### src/core/radio_cs_pkg.sv
/*
  radio_cs_pkg: register offsets, field positions, reset values, state codes and timing constants
  for the carrier sense / clear channel / radio state controller.
  assumes a 125 MHz system clock and a 32-bit Avalon-MM register bus.
*/
package radio_cs_pkg;

  // register byte offsets
  localparam logic [7:0] OFF_AGC_CTRL = 8'h00;
  localparam logic [7:0] OFF_CHAN_CTRL = 8'h04;
  localparam logic [7:0] OFF_OSC_CTRL = 8'h08;
  localparam logic [7:0] OFF_STROBE = 8'h0C;
  localparam logic [7:0] OFF_PKT_STATUS = 8'h10;
  localparam logic [7:0] OFF_SIG_STATUS = 8'h14;
  localparam logic [7:0] OFF_LQI_STATUS = 8'h18;
  localparam logic [7:0] OFF_STATE_STATUS = 8'h1C;
  localparam logic [7:0] OFF_FLAGS = 8'h20;

  // strobe register bit positions
  localparam int STB_RESET = 0;
  localparam int STB_IDLE = 1;
  localparam int STB_TX = 2;
  localparam int STB_SYNTH = 3;
  localparam int STB_PWD = 4;
  localparam int STB_WOR = 5;
  localparam int STB_XOFF = 6;
  localparam int STB_RX = 7;

  // reset values
  localparam logic [3:0] RST_ABS_ADJ = 4'h0;
  localparam logic [1:0] RST_REL_SEL = 2'h0;
  localparam logic [2:0] RST_FRONT_GAIN = 3'h0;
  localparam logic [1:0] RST_DIG_GAIN = 2'h0;
  localparam logic [2:0] RST_MAGN = 3'h3;
  localparam logic [1:0] RST_CCA_MODE = 2'h3;
  localparam logic [2:0] RST_SYNC_MODE = 3'h2;
  localparam logic [5:0] RST_DOUT_SEL = 6'h29;
  localparam logic RST_FORCE_ON = 1'b0;
  localparam logic RST_OSC_OFF = 1'b1;

  // digital output select codes
  localparam logic [5:0] DOUT_CCA = 6'h09;
  localparam logic [5:0] DOUT_CS = 6'h0E;
  localparam logic [5:0] DOUT_RDY = 6'h29;

  // signal strength: two's complement, half-dB units
  localparam logic [7:0] HYST_HALF_DB = 8'h02;
  localparam logic [7:0] BASE_THRESH = 8'hBB;
  localparam logic [7:0] STEP_6DB = 8'h0C;
  localparam logic [7:0] STEP_10DB = 8'h14;
  localparam logic [7:0] STEP_14DB = 8'h1C;
  localparam logic [6:0] LQI_SYMBOLS = 7'h40;

  // oscillator start-up
  localparam int OSC_START_US = 810;
  localparam int CLK_MHZ = 125;
  localparam int OSC_START_CYC = OSC_START_US * CLK_MHZ;

  typedef enum logic [2:0] {
    ST_SLEEP = 3'b000,
    ST_WAKE = 3'b001,
    ST_IDLE = 3'b011,
    ST_RX = 3'b010,
    ST_SYNTH = 3'b110,
    ST_TX = 3'b111
  } radio_state_t;

  localparam logic [4:0] NUM_SLEEP = 5'h00;
  localparam logic [4:0] NUM_WAKE = 5'h02;
  localparam logic [4:0] NUM_IDLE = 5'h01;
  localparam logic [4:0] NUM_RX = 5'h0D;
  localparam logic [4:0] NUM_SYNTH = 5'h12;
  localparam logic [4:0] NUM_TX = 5'h13;

  typedef struct packed {
    logic [3:0] abs_threshold_adjust;
    logic [1:0] rel_threshold_select;
    logic [2:0] max_front_gain;
    logic [1:0] max_digital_gain;
    logic [2:0] target_magnitude;
  } agc_cfg_t;

  typedef struct packed {
    logic valid;
    logic [7:0] strength;
  } rssi_sample_t;

endpackage

### src/core/carrier_detect.sv
/*
  carrier_detect: absolute and relative carrier sense from signal strength samples.
  assumes samples arrive as one-cycle valid pulses on clk; strength is two's complement half-dB.
*/
`timescale 1ns/1ps
module carrier_detect
  import radio_cs_pkg::*;
(
  // clock and reset
  input wire logic clk,
  input wire logic nrst,
  input wire logic soft_rst,
  // config and samples
  input wire agc_cfg_t cfg,
  input wire rssi_sample_t sample,
  // result
  output logic carrier_q,
  output logic below_thr_q
);

  logic [7:0] prev_q;
  logic have_prev_q;
  logic abs_cs_q;
  logic rel_cs_q;
  logic signed [9:0] thr;
  logic signed [9:0] cur;
  logic signed [9:0] diff;
  logic [7:0] step;

  // max gains raise the point by the combined gain; 1 dB is two half-dB units
  always_comb begin
    thr = 10'(signed'(BASE_THRESH)) + 10'(signed'({1'b0, cfg.max_front_gain, 1'b0}))
        + 10'(signed'({1'b0, cfg.max_digital_gain, 2'b00}))
        + 10'(signed'({cfg.abs_threshold_adjust, 1'b0}));
    cur = 10'(signed'(sample.strength));
    diff = cur - 10'(signed'(prev_q));
    case (cfg.rel_threshold_select)
      2'h1: step = STEP_6DB;
      2'h2: step = STEP_10DB;
      2'h3: step = STEP_14DB;
      default: step = 8'h00;
    endcase
  end

  // band avoids chatter on samples near the threshold
  always_ff @(posedge clk or negedge nrst) begin
    if (!nrst) begin
      abs_cs_q <= 1'b0;
    end else if (soft_rst) begin
      abs_cs_q <= 1'b0;
    end else if (sample.valid) begin
      // signed casts: one unsigned operand would turn the compare unsigned
      if (cur > thr + signed'(10'(HYST_HALF_DB))) begin
        abs_cs_q <= 1'b1;
      end else if (cur < thr - signed'(10'(HYST_HALF_DB))) begin
        abs_cs_q <= 1'b0;
      end
    end
  end

  always_ff @(posedge clk or negedge nrst) begin
    if (!nrst) begin
      prev_q <= 8'h00;
      have_prev_q <= 1'b0;
      rel_cs_q <= 1'b0;
    end else if (soft_rst) begin
      prev_q <= 8'h00;
      have_prev_q <= 1'b0;
      rel_cs_q <= 1'b0;
    end else if (sample.valid) begin
      prev_q <= sample.strength;
      have_prev_q <= 1'b1;
      if (step == 8'h00) begin
        rel_cs_q <= 1'b0;
      end else if (have_prev_q && diff >= signed'(10'(step))) begin
        rel_cs_q <= 1'b1;
      end else if (have_prev_q && diff <= -signed'(10'(step))) begin
        rel_cs_q <= 1'b0;
      end
    end
  end

  always_ff @(posedge clk or negedge nrst) begin
    if (!nrst) begin
      carrier_q <= 1'b0;
      below_thr_q <= 1'b1;
    end else begin
      carrier_q <= abs_cs_q | rel_cs_q;
      below_thr_q <= ~abs_cs_q;
    end
  end

  AST_REL_OFF: assert property (@(posedge clk) disable iff (!nrst)
    (cfg.rel_threshold_select == 2'h0) && sample.valid |=> !rel_cs_q)
    else $error("relative sense active while disabled");

endmodule

### src/core/link_quality.sv
/*
  link_quality: accumulates error magnitude over the symbols after sync.
  assumes sync_found pulses once per packet and sym_valid marks each demodulated symbol.
*/
`timescale 1ns/1ps
module link_quality
  import radio_cs_pkg::*;
(
  // clock and reset
  input wire logic clk,
  input wire logic nrst,
  input wire logic soft_rst,
  // demodulator
  input wire logic sync_found,
  input wire logic sym_valid,
  input wire logic [7:0] sym_error,
  // result
  output logic [6:0] lqi_q,
  output logic lqi_done_q
);

  logic [6:0] cnt_q;
  logic [13:0] acc_q;
  logic busy_q;

  // lower sum means a cleaner link; sum shifted right by seven into seven bits
  always_ff @(posedge clk or negedge nrst) begin
    if (!nrst) begin
      cnt_q <= 7'h00;
      acc_q <= 14'h0000;
      busy_q <= 1'b0;
      lqi_q <= 7'h7F;
      lqi_done_q <= 1'b0;
    end else if (soft_rst) begin
      cnt_q <= 7'h00;
      acc_q <= 14'h0000;
      busy_q <= 1'b0;
      lqi_q <= 7'h7F;
      lqi_done_q <= 1'b0;
    end else begin
      lqi_done_q <= 1'b0;
      if (sync_found) begin
        cnt_q <= 7'h00;
        acc_q <= 14'h0000;
        busy_q <= 1'b1;
      end else if (busy_q && sym_valid) begin
        acc_q <= acc_q + 14'(sym_error);
        cnt_q <= cnt_q + 7'h01;
        if (cnt_q + 7'h01 == LQI_SYMBOLS) begin
          busy_q <= 1'b0;
          lqi_done_q <= 1'b1;
          lqi_q <= 7'((acc_q + 14'(sym_error)) >> 7);
        end
      end
    end
  end

  AST_LQI_COUNT: assert property (@(posedge clk) disable iff (!nrst || soft_rst)
    lqi_done_q |-> $past(cnt_q) == LQI_SYMBOLS - 7'h01)
    else $error("link quality finished after wrong symbol count");

endmodule

### src/core/radio_cs_ctrl.sv
/*
  radio_cs_ctrl: register file, strobe-driven radio state machine, clear channel gating,
  carrier sense outputs, link quality report and crystal oscillator control.
  assumes an Avalon-MM master on clk; radio pin inputs arrive unsynchronised.
*/
// Design decisions made here: the Avalon-MM slave port and the register addresses.
// Behaviour
// - absolute mode: strength above threshold sets sense
// - relative mode: step rise sets, drop clears
// - sync search gated by carrier sense qualifier
// - sense on flag, output code 14, status
// - threshold adjust moves point by 1 dB
// - relative step disabled or 6/10/14 dB
// - clear channel on flag and code 0x09
// - transmit strobe in receive needs clear channel
// - refused strobe never retried automatically
// - four clear channel modes
// - quality sums error over 64 symbols
// - quality appended and readable in status
// - state changes on strobes/events, number reported
// - global reset strobe restores defaults, sleeps
// - oscillator forced on by either control
// - power-down strobes stop oscillator from idle
// - leaving sleep restarts oscillator, 810 us
// - forced oscillator runs during sleep
// - reset: sleep, oscillator off, defaults
// - strength status is signed half-dB dBm
// - sync codes 100-111 add carrier sense
`timescale 1ns/1ps
module radio_cs_ctrl
  import radio_cs_pkg::*;
#(
  parameter int OSC_WAIT = OSC_START_CYC
)(
  // clock and reset
  input wire logic clk,
  input wire logic nrst,
  // avalon-mm slave
  input wire logic [7:0] address,
  input wire logic read,
  input wire logic write,
  input wire logic [31:0] writedata,
  input wire logic [3:0] byteenable,
  output logic [31:0] readdata,
  output logic waitrequest,
  // demodulator side (pins)
  input wire logic rssi_valid_pin,
  input wire logic [7:0] rssi_pin,
  input wire logic sync_match_pin,
  input wire logic pkt_active_pin,
  input wire logic sym_valid_pin,
  input wire logic [7:0] sym_error_pin,
  input wire logic tx_underflow_pin,
  input wire logic pkt_end_pin,
  // radio outputs
  output logic sync_search_en,
  output logic sync_found,
  output logic osc_enable,
  output logic radio_ready_low,
  output logic digital_out,
  output logic carrier_flag_irq,
  output logic clear_channel_flag_irq,
  output logic [7:0] status_append_byte,
  output logic status_append_valid
);

  agc_cfg_t agc_q;
  logic [1:0] clear_channel_mode_q;
  logic [2:0] sync_mode_q;
  logic [5:0] digital_out_select_q;
  logic append_status_enable_q;
  logic osc_force_on_q;
  logic osc_off_control_q;
  radio_state_t state_q;
  logic [16:0] osc_cnt_q;
  logic soft_rst;
  logic [7:0] strobe;
  logic wr_acc;
  logic rd_pend_q;
  logic [7:0] rssi_q;
  logic carrier, below_thr, cca_ok, forced_on, rdy_low;
  logic [6:0] link_quality_value;
  logic lqi_done;
  logic [4:0] state_num;

  // two-flop synchronisers on every pin except the packet end pin; flop one feeds flop two only
  logic [20:0] pin_s1_q, pin_s2_q;
  always_ff @(posedge clk or negedge nrst) begin
    if (!nrst) begin
      pin_s1_q <= 21'h000000;
      pin_s2_q <= 21'h000000;
    end else begin
      // packet end comes from falling packet-active, so the end pin is not synchronised
      pin_s1_q <= {rssi_valid_pin, rssi_pin, sync_match_pin, pkt_active_pin, sym_valid_pin,
                   sym_error_pin, tx_underflow_pin};
      pin_s2_q <= pin_s1_q;
    end
  end
  wire rssi_valid_s = pin_s2_q[20];
  wire [7:0] rssi_s = pin_s2_q[19:12];
  wire sync_match_s = pin_s2_q[11];
  wire pkt_active_s = pin_s2_q[10];
  wire sym_valid_s = pin_s2_q[9];
  wire [7:0] sym_err_s = pin_s2_q[8:1];
  wire tx_under_s = pin_s2_q[0];

  logic pkt_end_q;
  always_ff @(posedge clk or negedge nrst) begin
    if (!nrst) begin
      pkt_end_q <= 1'b0;
    end else begin
      pkt_end_q <= pkt_active_s;
    end
  end

  // bus: writes and reads answer with waitrequest low in the request cycle for writes,
  // one cycle later for reads (registered read data)
  assign wr_acc = write;
  assign waitrequest = read & ~rd_pend_q;
  assign strobe = (wr_acc && address == OFF_STROBE && byteenable[0]) ? writedata[7:0] : 8'h00;
  assign soft_rst = strobe[STB_RESET];

  function automatic logic sel_hit(input logic [7:0] a, input logic [7:0] off);
    sel_hit = (a == off);
  endfunction

  always_ff @(posedge clk or negedge nrst) begin
    if (!nrst) begin
      agc_q <= '{RST_ABS_ADJ, RST_REL_SEL, RST_FRONT_GAIN, RST_DIG_GAIN, RST_MAGN};
      clear_channel_mode_q <= RST_CCA_MODE;
      sync_mode_q <= RST_SYNC_MODE;
      digital_out_select_q <= RST_DOUT_SEL;
      append_status_enable_q <= 1'b0;
      osc_force_on_q <= RST_FORCE_ON;
      osc_off_control_q <= RST_OSC_OFF;
    end else if (soft_rst) begin
      agc_q <= '{RST_ABS_ADJ, RST_REL_SEL, RST_FRONT_GAIN, RST_DIG_GAIN, RST_MAGN};
      clear_channel_mode_q <= RST_CCA_MODE;
      sync_mode_q <= RST_SYNC_MODE;
      digital_out_select_q <= RST_DOUT_SEL;
      append_status_enable_q <= 1'b0;
      osc_force_on_q <= RST_FORCE_ON;
      osc_off_control_q <= RST_OSC_OFF;
    end else if (wr_acc) begin
      if (sel_hit(address, OFF_AGC_CTRL) && byteenable[1:0] == 2'b11) begin
        agc_q <= writedata[13:0];
      end else if (sel_hit(address, OFF_CHAN_CTRL) && byteenable[1:0] == 2'b11) begin
        clear_channel_mode_q <= writedata[1:0];
        sync_mode_q <= writedata[4:2];
        append_status_enable_q <= writedata[5];
        digital_out_select_q <= writedata[13:8];
      end else if (sel_hit(address, OFF_OSC_CTRL) && byteenable[0]) begin
        osc_force_on_q <= writedata[0];
        osc_off_control_q <= writedata[1];
      end
    end
  end

  always_ff @(posedge clk or negedge nrst) begin
    if (!nrst) begin
      rd_pend_q <= 1'b0;
      readdata <= 32'h00000000;
    end else begin
      rd_pend_q <= read & ~rd_pend_q;
      if (read && !rd_pend_q) begin
        if (sel_hit(address, OFF_AGC_CTRL)) begin
          readdata <= {18'h00000, agc_q};
        end else if (sel_hit(address, OFF_CHAN_CTRL)) begin
          readdata <= {18'h00000, digital_out_select_q, 2'b00, append_status_enable_q, sync_mode_q,
                       clear_channel_mode_q};
        end else if (sel_hit(address, OFF_OSC_CTRL)) begin
          readdata <= {30'h00000000, osc_off_control_q, osc_force_on_q};
        end else if (sel_hit(address, OFF_PKT_STATUS)) begin
          readdata <= {28'h0000000, ~below_thr, cca_ok, carrier, digital_out};
        end else if (sel_hit(address, OFF_SIG_STATUS)) begin
          readdata <= {24'h000000, rssi_q};
        end else if (sel_hit(address, OFF_LQI_STATUS)) begin
          readdata <= {25'h0000000, link_quality_value};
        end else if (sel_hit(address, OFF_STATE_STATUS)) begin
          readdata <= {27'h0000000, state_num};
        end else if (sel_hit(address, OFF_FLAGS)) begin
          readdata <= {29'h00000000, radio_ready_low, clear_channel_flag_irq, carrier_flag_irq};
        end else begin
          readdata <= 32'h00000000;
        end
      end
    end
  end

  // strength register holds the raw two's complement sample
  always_ff @(posedge clk or negedge nrst) begin
    if (!nrst) begin
      rssi_q <= 8'h80;
    end else if (soft_rst) begin
      rssi_q <= 8'h80;
    end else if (rssi_valid_s) begin
      rssi_q <= rssi_s;
    end
  end

  carrier_detect u_cs (
    .clk(clk),
    .nrst(nrst),
    .soft_rst(soft_rst),
    .cfg(agc_q),
    .sample('{rssi_valid_s, rssi_s}),
    .carrier_q(carrier),
    .below_thr_q(below_thr)
  );

  link_quality u_lqi (
    .clk(clk),
    .nrst(nrst),
    .soft_rst(soft_rst),
    .sync_found(sync_found),
    .sym_valid(sym_valid_s),
    .sym_error(sym_err_s),
    .lqi_q(link_quality_value),
    .lqi_done_q(lqi_done)
  );

  always_comb begin
    case (clear_channel_mode_q)
      2'h0: cca_ok = 1'b1;
      2'h1: cca_ok = below_thr;
      2'h2: cca_ok = ~pkt_active_s;
      default: cca_ok = below_thr & ~pkt_active_s;
    endcase
  end

  // sync search qualified by carrier sense for codes 100-111
  assign sync_search_en = (state_q == ST_RX) && (!sync_mode_q[2] || carrier);
  assign sync_found = sync_search_en && sync_match_s && (sync_mode_q[1:0] != 2'b00);

  assign carrier_flag_irq = carrier;
  assign clear_channel_flag_irq = cca_ok;
  assign forced_on = osc_force_on_q | ~osc_off_control_q;
  assign rdy_low = ~(state_q != ST_SLEEP && state_q != ST_WAKE);
  assign radio_ready_low = rdy_low;

  always_comb begin
    if (digital_out_select_q == DOUT_CS) begin
      digital_out = carrier;
    end else if (digital_out_select_q == DOUT_CCA) begin
      digital_out = cca_ok;
    end else if (digital_out_select_q == DOUT_RDY) begin
      digital_out = rdy_low;
    end else begin
      digital_out = 1'b0;
    end
  end

  // oscillator runs outside sleep, or always when forced
  assign osc_enable = forced_on || state_q != ST_SLEEP;

  // state machine: strobe is a one-cycle pulse; a refused transmit is simply dropped
  always_ff @(posedge clk or negedge nrst) begin
    if (!nrst) begin
      state_q <= ST_SLEEP;
      osc_cnt_q <= 17'h00000;
    end else if (soft_rst) begin
      state_q <= ST_SLEEP;
      osc_cnt_q <= 17'h00000;
    end else begin
      case (state_q)
        ST_SLEEP: begin
          if (strobe[STB_IDLE]) begin
            state_q <= forced_on ? ST_IDLE : ST_WAKE;
            osc_cnt_q <= 17'(OSC_WAIT - 1);
          end
        end
        ST_WAKE: begin
          if (osc_cnt_q == 17'h00000) begin
            state_q <= ST_IDLE;
          end else begin
            osc_cnt_q <= osc_cnt_q - 17'h00001;
          end
        end
        ST_IDLE: begin
          if (strobe[STB_PWD] || strobe[STB_WOR] || strobe[STB_XOFF]) begin
            state_q <= ST_SLEEP;
          end else if (strobe[STB_RX]) begin
            state_q <= ST_RX;
          end else if (strobe[STB_TX]) begin
            state_q <= ST_TX;
          end else if (strobe[STB_SYNTH]) begin
            state_q <= ST_SYNTH;
          end
        end
        ST_RX: begin
          if (strobe[STB_IDLE]) begin
            state_q <= ST_IDLE;
          end else if (strobe[STB_TX] && cca_ok) begin
            state_q <= ST_TX;
          end else if (strobe[STB_SYNTH] && cca_ok) begin
            state_q <= ST_SYNTH;
          end
        end
        ST_SYNTH: begin
          if (strobe[STB_IDLE]) begin
            state_q <= ST_IDLE;
          end else if (strobe[STB_TX]) begin
            state_q <= ST_TX;
          end else if (strobe[STB_RX]) begin
            state_q <= ST_RX;
          end
        end
        ST_TX: begin
          if (strobe[STB_IDLE] || tx_under_s) begin
            state_q <= ST_IDLE;
          end else if (strobe[STB_RX]) begin
            state_q <= ST_RX;
          end
        end
        default: state_q <= ST_SLEEP;
      endcase
    end
  end

  always_comb begin
    case (state_q)
      ST_SLEEP: state_num = NUM_SLEEP;
      ST_WAKE: state_num = NUM_WAKE;
      ST_IDLE: state_num = NUM_IDLE;
      ST_RX: state_num = NUM_RX;
      ST_SYNTH: state_num = NUM_SYNTH;
      default: state_num = NUM_TX;
    endcase
  end

  // appended status: strength byte then quality byte at packet end
  logic [1:0] app_phase_q;
  always_ff @(posedge clk or negedge nrst) begin
    if (!nrst) begin
      app_phase_q <= 2'b00;
      status_append_byte <= 8'h00;
      status_append_valid <= 1'b0;
    end else begin
      status_append_valid <= 1'b0;
      if (append_status_enable_q && pkt_end_q && !pkt_active_s) begin
        status_append_byte <= rssi_q;
        status_append_valid <= 1'b1;
        app_phase_q <= 2'b01;
      end else if (app_phase_q == 2'b01) begin
        status_append_byte <= {1'b0, link_quality_value};
        status_append_valid <= 1'b1;
        app_phase_q <= 2'b00;
      end
    end
  end

  AST_CCA_REFUSE: assert property (@(posedge clk) disable iff (!nrst)
    state_q == ST_RX && strobe[STB_TX] && !cca_ok && !strobe[STB_IDLE] && !soft_rst |=> state_q == ST_RX)
    else $error("transmit entered without clear channel");
  AST_NO_AUTO_TX: assert property (@(posedge clk) disable iff (!nrst)
    state_q == ST_RX && !strobe[STB_TX] |=> state_q != ST_TX)
    else $error("transmit entered without strobe");
  AST_STROBE_GLOBAL_RESET: assert property (@(posedge clk) disable iff (!nrst)
    soft_rst |=> state_q == ST_SLEEP && !osc_force_on_q && osc_off_control_q)
    else $error("global reset strobe did not restore defaults");
  AST_FORCE_ON: assert property (@(posedge clk) disable iff (!nrst)
    forced_on |-> osc_enable)
    else $error("forced oscillator stopped");
  AST_PWD_IDLE: assert property (@(posedge clk) disable iff (!nrst)
    state_q == ST_IDLE && strobe[STB_PWD] && !soft_rst |=> state_q == ST_SLEEP && (osc_enable == forced_on))
    else $error("power-down strobe from idle ignored");
  AST_PWD_BUSY: assert property (@(posedge clk) disable iff (!nrst)
    state_q == ST_TX && !strobe[STB_IDLE] && !tx_under_s && !soft_rst && !strobe[STB_RX] |=> state_q == ST_TX)
    else $error("transmit left without cause");
  AST_GDO_CS: assert property (@(posedge clk) disable iff (!nrst)
    digital_out_select_q == DOUT_CS |-> digital_out == carrier_flag_irq)
    else $error("digital output not showing carrier sense");
  AST_GDO_CCA: assert property (@(posedge clk) disable iff (!nrst)
    digital_out_select_q == DOUT_CCA |-> digital_out == clear_channel_flag_irq)
    else $error("digital output not showing clear channel");
  AST_SYNC_QUAL: assert property (@(posedge clk) disable iff (!nrst)
    sync_mode_q[2] && !carrier |-> !sync_search_en)
    else $error("sync search without carrier sense");
  AST_CCA_MODE: assert property (@(posedge clk) disable iff (!nrst)
    clear_channel_mode_q == 2'h0 |-> cca_ok)
    else $error("always-clear mode reported busy");

endmodule

### config.mk
export PLATFORM = sky130hd
export DESIGN_NAME = radio_cs_ctrl
export DESIGN_NICKNAME = d
export VERILOG_FILES = /design/src/core/radio_cs_pkg.sv /design/src/core/carrier_detect.sv /design/src/core/link_quality.sv /design/src/core/radio_cs_ctrl.sv
export SDC_FILE = /design/constraint.sdc
export NUM_CORES = 1
export LEC_CHECK = 0
export ABC_AREA = 1
export BUFFER_PORTS_ARGS = -buffer_cell sky130_fd_sc_hd__buf_2
export CORE_ASPECT_RATIO = 1.5
export CORE_MARGIN = 3
export CORE_UTILIZATION = 24
export DETAILED_ROUTE_END_ITERATION = 10
export PLACE_DENSITY = 0.39
export SYNTH_ARGS = -nofsm -noshare
export SYNTH_HDL_FRONTEND = slang
export SYNTH_HIERARCHICAL = 1
export SYNTH_SLANG_ARGS = --single-unit
### constraint.sdc
create_clock -name clk -period 4.4 [get_ports clk]
set_input_delay 0.88 -clock clk [delete_from_list [all_inputs] [get_ports clk]]
set_output_delay 0.88 -clock clk [all_outputs]
set_load 0.01 [all_outputs]
# Word level (Yosys, flattened, before mapping)
# Cells that the tools add are included.
# Widths: inputs -> output; s select.
dict set report word_totals {
  register_bits 185
  inputBits 70
  output_inout_bits 49
  word_cells 241
}
dict set report op_classes {
  addsub 10
  magnitude_cmp 4
  n_eq_ne 33
  n_mux 98
  bitwise_logic 10
  n_reduce_logical 54
}
# cell count
set op_table {}
lappend op_table {{$mux 14} 8}
lappend op_table {{$mux 8} 9}
lappend op_table {{$mux 3} 19}
lappend op_table {{$mux 7} 8}
lappend op_table {{$mux 17} 3}
lappend op_table {{$mux 1} 34}
lappend op_table {{$pmux 17 s2} 1}
lappend op_table {{$eq 8x5->1 const B} 4}
lappend op_table {{$pmux 5 s5} 1}
lappend op_table {{$mux 6} 4}
lappend op_table {{$add 10x5->10} 2}
lappend op_table {{$pmux 3 s6} 1}
lappend op_table {{$reduce_bool 2->1} 9}
lappend op_table {{$logic_and 1x1->1} 17}
lappend op_table {{$logic_not 17->1} 1}
lappend op_table {{$sub 17x1->17 const B} 1}
lappend op_table {{$eq 8x4->1 const B} 2}
lappend op_table {{$logic_not 8->1} 2}
lappend op_table {{$pmux 5 s3} 1}
lappend op_table {{$reduce_bool 3->1} 5}
lappend op_table {{$add 14x8->14} 1}
lappend op_table {{$mux 2} 7}
lappend op_table {{$eq 6x4->1 const B} 2}
lappend op_table {{$add 10x3->10 const B} 1}
lappend op_table {{other kinds (37)} 66}

# Logic depth before layout (Yosys ltp)
# Gate-level depths: netlist (run 1).
dict set report logic_depth {
  depth_word 11
  ltp_mapped 22
  mapped_depth_nobuf 22
}

# Cells and area by module
# Netlist (run 1), hierarchy kept.
# mod n_inst cells_each area_each_um2 seq_area_each_um2
set modules_own_cells {}
lappend modules_own_cells {radio_cs_ctrl 1 696 5995.8 3115.5}
lappend modules_own_cells {carrier_detect 1 273 1974.4 326.6}
lappend modules_own_cells {link_quality 1 273 1959.4 759.5}

# Worst setup path after synthesis (run 1)
# Ideal clock, no wire load.
dict set report synth_path {
  path_kind {reg2reg}
  from {register agc_q[3] in the netlist's numbering}
  to {register u_cs.abs_cs_q}
  setup_time_ns 0.116
  arrival_ns 3.228
  required_time_ns 4.284
  path_slack_ns 1.055
  path_stages_with_launch 16
  path_buffers 0
  period_less_slack_ns 3.345
  cell_sequence {dfrtp_1 -> fa_1 -> inv_1 -> fa_1 -> inv_1 -> ha_1 -> inv_1 -> fa_1 -> xnor2_2 -> inv_2 -> nor3_1 -> ha_1 -> a2111oi_0 -> nand2_1 -> nand2_1 -> nand2_1}
}
dict set report synth_via {
  elab_chain_len 7
}
# element line
set synth_rtl {}
lappend synth_rtl {{from (decl)} radio_cs_ctrl.sv:67} ;# agc_cfg_t agc_q;
lappend synth_rtl {{from (signal assigned)} radio_cs_ctrl.sv:129} ;# agc_q <= '{RST_ABS_ADJ, RST_REL_SEL, RST_FRONT_GAIN, RST_DIG_GAIN, RST_MAGN};
lappend synth_rtl {{from (signal assigned)} radio_cs_ctrl.sv:137} ;# agc_q <= '{RST_ABS_ADJ, RST_REL_SEL, RST_FRONT_GAIN, RST_DIG_GAIN, RST_MAGN};
lappend synth_rtl {{from (signal assigned)} radio_cs_ctrl.sv:146} ;# agc_q <= writedata[13:0];
lappend synth_rtl {{$add 10x5->10 *} carrier_detect.sv:33} ;# + 10'(signed'({1'b0, cfg.max_digital_gain, 2'b00}))
lappend synth_rtl {{$add 10x5->10 *} carrier_detect.sv:34} ;# + 10'(signed'({cfg.abs_threshold_adjust, 1'b0}));
lappend synth_rtl {{$add 10x3->10} carrier_detect.sv:53} ;# if (cur > thr + signed'(10'(HYST_HALF_DB))) begin
lappend synth_rtl {{$gt 8x10->1} carrier_detect.sv:53}
lappend synth_rtl {{$mux 1} carrier_detect.sv:53}
lappend synth_rtl {{$mux 1} carrier_detect.sv:51} ;# end else if (sample.valid) begin
lappend synth_rtl {{$mux 1} carrier_detect.sv:49} ;# end else if (soft_rst) begin
lappend synth_rtl {{to (signal assigned)} carrier_detect.sv:48} ;# abs_cs_q <= 1'b0;
lappend synth_rtl {{to (signal assigned)} carrier_detect.sv:50} ;# abs_cs_q <= 1'b0;
lappend synth_rtl {{to (signal assigned)} carrier_detect.sv:54} ;# abs_cs_q <= 1'b1;
lappend synth_rtl {{to (decl)} carrier_detect.sv:23} ;# logic abs_cs_q;
# Mark *: on every way between the ends. The rest lies on a longest branch, timed or not. The select of a mux whose other input is x is not followed.
# A chain may end at the register's enable or synchronous reset.

# Worst setup path after layout (run 1)
# Same ends and word-level chain as after synthesis.

==> results of run 1 <==
[worst reg2reg max path: stages, from the launching register on]
cell,delay [ns]
dfrtp_1,0.43
fa_1,0.43
inv_1,0.08
fa_1,0.40
inv_1,0.07
ha_1,0.13
inv_1,0.06
fa_1,0.40
xnor2_2,0.30
inv_2,0.08
nor3_1,0.20
ha_1,0.27
a2111oi_0,0.41
nand2_1,0.11
nand2_1,0.07
nand2_1,0.04
[cell usage in the layout, fill, tap and decap left out, types with 4 or more instances in the layout]
master and count:
nor2_1 93, buf_4 7, inv_1 169, buf_2 78, nor3_1 17, o21ai_2 7, clkbuf_16 17, dfrtp_1 148
dfstp_2 18, nand4_1 9, o21ai_0 52, nand2_4 6, o22ai_1 7, a31oi_1 9, o21ai_1 27, fa_1 6
o221ai_1 8, or2_2 4, nand3_2 5, nor2_4 5, nand2_2 13, conb_1 18, xor2_1 8, inv_2 15
nand2_1 323, nor2_2 9, inv_6 5, a21oi_1 45, xnor2_1 11, ha_1 52, nor2_8 4, nand3_1 80
[power by group]
group          leakage, nW  switching, mW  total, mW  internal, mW
combinational         3.41           1.11       1.69         0.582
clock                0.285          0.713       1.54         0.829
sequential            2.04          0.195       1.94          1.74
[metrics by stage]
| step | hold WS, ns | total power, mW | util, % | cell area (µm²) | instances |
|---|---|---|---|---|---|
| 2_1_floorplan | 0.3312 | 3.225 | - | 9968 | 1258 |
| 4_1_cts | 0.3520 | 5.271 | 28.03 | 11360 | 1839 |
| 6_report | 0.3507 | 5.167 | 28.05 | 11370 | 1842 |
| 3_3_place_gp | 0.3335 | 3.669 | 26.58 | 10770 | 1807 |
| 5_1_grt | 0.3549 | 5.618 | 28.03 | 11360 | 1839 |
| 3_5_place_dp | 0.3347 | 3.683 | 26.58 | 10770 | 1807 |
[worst max path at each step]
stage | from | end | slack, ns | depth (start not counted)
2_1_floorplan | agc_q[3] | u_cs/abs_cs_q | 1.06 | 15
3_3_place_gp | agc_q[3] | u_cs/abs_cs_q | 0.78 | 15
3_5_place_dp | agc_q[3] | u_cs/abs_cs_q | 0.80 | 15
4_1_cts | agc_q[3] | u_cs/abs_cs_q | 0.80 | 15
5_1_grt | agc_q[3] | u_cs/abs_cs_q | 0.46 | 16
6_report | agc_q[3] | u_cs/abs_cs_q | 0.82 | 15
[area by class of cell]
cell class	instances	area [µm²]	share of cell area [%]
clock buffer	19	452.9	3.983
inverter	187	704.4	6.194
timing repair buffer	86	456.7	4.016
antenna	3	7.507	0.06601
sequential	166	4177	36.73
multi-input combinational	862	4803	42.24
tap	506	633.1	5.567
clock inverter	13	137.6	1.210
[metal layers]
| layer | GRT usage [%] | wire length, µm | up-vias |
|---|---|---|---|
| li1 | - | - | 4111 |
| met1 | 15.69 | 11710 | 3837 |
| met2 | 25.26 | 15580 | 116 |
| met3 | 2.729 | 946 | 37 |
| met4 | 4.930 | 748 | 4 |
| met5 | 0 | 22 | - |
[state kept, by name, indices dropped and copies added, names as in the netlist, 6 cells and up]
signal	cells
pin_s1_q	21
pin_s2_q	21
osc_cnt_q	17
agc_q	14
readdata	14
u_lqi/acc_q	14
rssi_q	8
status_append_byte	8
u_cs/prev_q	8
u_lqi/cnt_q	7
u_lqi/lqi_q	7
digital_out_select_q	6
==> flow_summary.ini, run 1 <==
[status]
status = finished clean

[timing]
worst_pin_slew_ns = 0.8408
fmax_ghz = 0.2789
fin_skew_ns = 0.01319
maxSlewViolCount = 0
rsz0062_at_grt = false
setup_viol = 0
min_period_over_period_pct = 81.48
setup_tns_ns = 0
worst_slack_ns = 0.8150
maxSlewHeadroom_pct = 43.95
hold_viol_final = 0
period_needed_ns = 3.585

[cells_and_area]
fillers = 4403
drive_gt1_share_pct = 16.43
area_delta_synth_final_pct = 14.82
nets = 1448

[clocking]
cts.htree.levels = 4
cts.sinks = 166
cts_resized = 0
clockBufferDepth = 2
clkTransAtPathRegs_ns = 0.08
cts_tree = done
numCtsBuffers = 17
cts_setup_buffers = 0
insertion_delay_ns = 0.46
cts_root_buf = clkbuf_16
ctsHoldBuffers = 0

[floorplan]
ios = 119
rows = 90
initial_core_util_pct = 24.43
die_area_um2 = 43790
die_x_um = 171.9
dieHeight_um = 254.8
coreArea_um2 = 40540

[global_routing]
grt-ovfl-total = 0
grt_max_degree = 93
grt_pass1_wl_mm = 45.62
antenna_found_initial = 4
grtUsageTotal_pct = 13.74
grt_pass1_vias = 8068

[synthesis]
ys_warn_count = 6
netlist_instances = 1241
syn_area_um2 = 9904
syn_area_per_cell_um2 = 7.981

[job]
cap_violations = 0

[placement]
numPortBuffers = 79
hpwl_mm = 22.23
place.gp.congestion = 0.8000
place_ws_ns = 0.8042

[setup_path]
start_kind = register
rr_worst_depth = 15
reg2reg_to = u_cs/abs_cs_q
cp_cell_sequence = fa_1, inv_1, fa_1, inv_1, ha_1, inv_1, fa_1, xnor2_2, inv_2, nor3_1, ha_1, a2111oi_0, nand2_1, nand2_1, nand2_1
path_max_fanout = 5
cp.required_ns = 4.75
worstSetupEndpointType = register
rrSetupSlack_ns = 0.82
slowest_stage = dfrtp_1
slowest_delay_ns = 0.43
cp_data_arrival_time_ns = 3.94
crit_family = adder cells
crit_buf_inv = 4
r2r_start = agc_q[3]
path_class = reg2reg

[drt]
wirelength_mm = 29.01
wl_per_cell_um = 15.75
ant_nets = 0
vias_per_cell = 4.400
drcViolationCount = 0
vias = 8105
drt_iter0_markers = 409
first_pass_iters = 8

[min_path]
hold_path_end = pin_s2_q[18]
holdPathStages = 0
min-delay-start = pin_s1_q[18]
min_path_type = reg2reg

[power]
ir_worst_vdd_v = 0.0002753
p_per_area_nw_per_um2 = 454.4
leakage_nw = 5.736
Note: power is estimated with default switching activity, not from simulation.
==> run 2, diff against run 1 <==
Settings changed: ABC_AREA 1 to 0.
Clock period 4.4 ns to 3.3 ns, I/O delays scaled along.
==> flow_summary.ini, run 2 <==
[clocking]
clockBufferDepth = 2
clkTransAtPathRegs_ns = 0.07
numCtsBuffers = 17
cts_root_buf = clkbuf_16
cts_tree = done
cts.htree.levels = 4
cts.sinks = 166
insertion_delay_ns = 0.45
ctsHoldBuffers = 0

[cells_and_area]
instances_no_fill = 1589
area_delta_synth_final_pct = 20.43
drive_gt1_share_pct = 20.64
top_regs = pin_s1_q: 21 flops, pin_s2_q: 21 flops, osc_cnt_q: 17 flops
n_antenna_cell = 0
fillers = 4060
nets = 1215
mostFrequentLayoutCells = dfrtp_1 (147), nor2_1 (98), nand2_1 (91)
fin_area_um2 = 11170
layout_commonest_cell = dfrtp_1

[floorplan]
die_area_um2 = 41100
rows = 87
initial_core_util_pct = 24.49
coreArea_um2 = 37880
die_x_um = 166.5
ios = 119
dieHeight_um = 246.8

[timing]
setup_viol = 1
min_period_over_period_pct = 107.0
maxSlewViolCount = 0
fmax_ghz = 0.2831
fin_hold_ws_ns = 0.2383
maxSlewHeadroom_pct = 51.00
rsz0062_at_grt = true
worst_slack_ns = -0.2323
worst_pin_slew_ns = 0.7283
hold_viol_final = 0
fin_skew_ns = 0.01339
period_needed_ns = 3.532
setup_tns_ns = -0.2323

[setup_path]
slowest_delay_ns = 0.41
cp.required_ns = 3.62
path_class = reg2reg
worstSetupEndpointType = register
cp_data_arrival_time_ns = 3.86
crit_top_cell = inv_2
cp_cell_sequence = fa_2, inv_2, fa_1, inv_1, ha_2, inv_2, fa_2, xnor2_4, inv_2, xnor2_2, ha_1, nand4_1, o21ai_1, o221ai_1, a21oi_1, a311o_1
start_kind = register
crit_buf_inv = 4
crit_family = adder cells
path_max_fanout = 4
slowest_stage = dfrtp_1

[drt]
wirelength_mm = 28.12
ant_nets = 0
drcViolationCount = 0
vias_per_cell = 4.712
wl_per_cell_um = 17.70
drt_iter0_markers = 365
vias = 7487
first_pass_iters = 6

[placement]
placed_cells = 1552
place.gp.congestion = 0.8127
hpwl_mm = 21.55
numPortBuffers = 79
dpl_cell_area_um2 = 10440

[global_routing]
grt_pass1_vias = 7584
grt_pass1_wl_mm = 43.90
antenna_found_initial = 0
grt-ovfl-total = 0
grtUsageTotal_pct = 13.73
grt_max_degree = 68

[min_path]
min_path_type = in2async

[power]
p_total_mw = 6.352
p_per_area_nw_per_um2 = 568.5
ir_worst_vdd_v = 0.0002965
leakage_nw = 4.987

[status]
violations = negative setup slack
status = complete, but fails checks

[job]
cap_violations = 0

[synthesis]
ys_warn_count = 6
syn_area_per_cell_um2 = 9.486
netlist_instances = 978
syn_area_um2 = 9278
[run 2: final timing paths]
path / start / to / slack (ns) / cells past startpoint
worst max-delay path: agc_q[11] / u_cs/abs_cs_q / -0.23 / 16
worst min-delay path: nrst / osc_cnt_q[14] / 0.24 / 1
worst max register to register: agc_q[11] / u_cs/abs_cs_q / -0.23 / 16
worst min register to register: pin_s1_q[16] / pin_s2_q[16] / 0.35 / 0
max in group asynchronous: nrst / u_lqi/lqi_q[5] / 2.28 / 2
min in group clk: tx_underflow_pin / pin_s1_q[0] / 0.31 / 1
[run 2: layout make-up]
class | count | area [µm²] | area share, %
multi-input cells | 718 | 4757 | 42.58
flip-flops and latches | 166 | 4178 | 37.39
repair buffers | 126 | 795.8 | 7.122
well taps | 489 | 611.8 | 5.476
clock buffers | 18 | 439.2 | 3.931
inverters | 58 | 217.7 | 1.948
clock inverters | 14 | 173.9 | 1.557
[run 2: report_power, final]
| part | internal [mW] | leakage [nW] | switching, mW | total [mW] |
|---|---|---|---|---|
| Combinational | 0.695 | 2.66 | 0.935 | 1.63 |
| Clock | 1.22 | 0.295 | 0.899 | 2.12 |
| Sequential | 2.33 | 2.03 | 0.277 | 2.60 |
| Total | 4.24 | 4.99 | 2.11 | 6.35 |
[run 2: routing by layer]
layer  vias up  track usage, %  wire (µm)
met5         -               0          0
met1      3647           15.32      11310
met2       133           25.82      15260
met4         0           5.220        788
met3        36           2.527        770
li1       3671               -          -
[run 2: worst register-to-register path, stage by stage (launching register included)]
cell and delay [ns]:
dfrtp_1 0.41, fa_2 0.39, inv_2 0.06, fa_1 0.41, inv_1 0.07, ha_2 0.16
inv_2 0.04, fa_2 0.37, xnor2_4 0.24, inv_2 0.09, xnor2_2 0.15, ha_1 0.28
nand4_1 0.10, o21ai_1 0.07, o221ai_1 0.19, a21oi_1 0.11, a311o_1 0.27
[run 2: repair_timing]
item,in CTS,in global routing
resized for setup,10,11
pin swaps,10,14
setup endpoints to repair,2,4
buffers inserted,2,3
[run 2: stage by stage]
stage / utilization, % / setup WS, ns
global route: 29.50 / -0.3924
global placement: 27.56 / -0.2886
floorplan: - / -0.06017
finish: 29.50 / -0.2323
CTS: 29.32 / -0.2275
detailed placement: 27.56 / -0.2849
==> run 3, diff against run 2 <==
Settings changed: CORE_ASPECT_RATIO 1.5 to 0.6.
==> flow_summary.ini, run 3 (synthesized netlist as in run 2, its figures left out) <==
[power]
switching_share_pct = 32.96
pwr-share-clk_pct = 34.0
switchingPower_mw = 2.131
seqPwrFrac_pct = 40.4
power_frac_comb_pct = 25.7
p_int_mw = 4.336
ir_worst_vdd_v = 0.0003294
p_per_area_nw_per_um2 = 580.6
p_total_mw = 6.467
leakage_nw = 4.976

[global_routing]
grt-ovfl-total = 0
grt_pass1_vias = 7251
grt_pass1_wl_mm = 44.62
grtUsageTotal_pct = 14.27
antenna_found_initial = 1
grt_max_degree = 62

[placement]
place_ws_ns = -0.2177
place.gp.congestion = 0.7939
dpl_cell_area_um2 = 10450
numPortBuffers = 79
placed_cells = 1575
hpwl_mm = 21.73

[status]
status = complete, but fails checks
violations = negative setup slack

[cells_and_area]
instances_no_fill = 1607
fin_area_um2 = 11140
post-route-util_pct = 29.38
n_antenna_cell = 0
fillers = 4028
nets = 1209
top_regs = pin_s1_q: 21 flops, pin_s2_q: 21 flops, osc_cnt_q: 17 flops
drive_gt1_share_pct = 19.65
mostFrequentLayoutCells = dfrtp_1 (147), nor2_1 (98), nand2_1 (91)
area_delta_synth_final_pct = 20.07
layout_commonest_cell = dfrtp_1

[clocking]
cts_root_buf = clkbuf_16
cts_tree = done
cts_setup_buffers = 0
insertion_delay_ns = 0.44
clkTransAtPathRegs_ns = 0.07
cts.sinks = 166
numCtsBuffers = 17
cts.htree.levels = 4
ctsHoldBuffers = 0
clockBufferDepth = 2

[timing]
period_needed_ns = 3.543
rsz0062_at_grt = true
min_period_over_period_pct = 107.4
hold_viol_final = 0
fin_hold_ws_ns = 0.2258
maxSlewHeadroom_pct = 44.23
fin_skew_ns = 0.008994
worst_slack_ns = -0.2435
maxSlewViolCount = 0
setup_viol = 1
setup_tns_ns = -0.2435
worst_pin_slew_ns = 0.8301
fmax_ghz = 0.2822

[setup_path]
reg2reg_to = u_cs/abs_cs_q
worstSetupEndpointType = register
cp_cell_sequence = fa_2, inv_2, fa_1, inv_1, ha_2, inv_2, fa_2, nor2_2, and3_1, ha_4, nand4_1, nor2_1, nand3_1, nand3_1, a21oi_1, a311o_1
path_class = reg2reg
rr_worst_depth = 16
slowest_stage = fa_2
start_kind = register
path_max_fanout = 5
rrSetupSlack_ns = -0.24
slowest_delay_ns = 0.62
path_depth = 16
cp_data_arrival_time_ns = 3.86
cp.required_ns = 3.62
r2r_start = agc_q[3]
crit_buf_inv = 3
crit_family = adder cells

[drt]
wirelength_mm = 28.61
drt_iter0_markers = 512
drcViolationCount = 0
ant_nets = 0
wl_per_cell_um = 17.80
vias = 7496
vias_per_cell = 4.665
first_pass_iters = 5

[floorplan]
dieHeight_um = 158.3
coreArea_um2 = 37920
rows = 55
die_x_um = 259.8
initial_core_util_pct = 24.47
ios = 119
die_area_um2 = 41130

[min_path]
min_path_type = in2async

[job]
cap_violations = 0
-- run 3: worst max-delay path by stage --
stage          startpoint       endpoint  slack (ns)
2_1_floorplan   agc_q[11]  u_cs/abs_cs_q       -0.06
3_3_place_gp     agc_q[4]  u_cs/abs_cs_q       -0.21
3_5_place_dp     agc_q[4]  u_cs/abs_cs_q       -0.22
4_1_cts          agc_q[4]  u_cs/abs_cs_q       -0.25
5_1_grt          agc_q[3]  u_cs/abs_cs_q       -0.42
6_report         agc_q[3]  u_cs/abs_cs_q       -0.24
-- run 3: area by class of cell --
cell class	count	area [µm²]	share of cell area, %
multi-input cells	718	4735	42.50
inverters	58	217.7	1.954
well taps	513	641.9	5.762
clock inverters	11	172.7	1.550
flip-flops and latches	166	4178	37.50
clock buffers	21	460.4	4.133
repair buffers	120	734.5	6.593
-- run 3: what timing repair did --
action	in CTS	in global routing
gates resized for setup	0	15
pin swaps	0	19
endpoints found under the setup margin	1	4
-- run 3: per-layer routing --
metal  vias up  track usage [%]  share of wire (%)
met2       174            18.49                 38
met5         -                0               0.10
li1       3672                -                  -
met1      3629            23.02                 55
met4         4            3.065               0.82
met3        17            3.545                5.7
-- run 3: power groups by stage --
stage                     registers (mW)  clock network, mW  logic [mW]
after global placement              2.65                  0        1.63
after detailed placement            2.64                  0        1.63
after floorplan                     2.53                  0        1.18
after global routing                2.65               2.36        1.89
final                               2.61               2.20        1.66
after CTS                           2.61               2.27        1.64
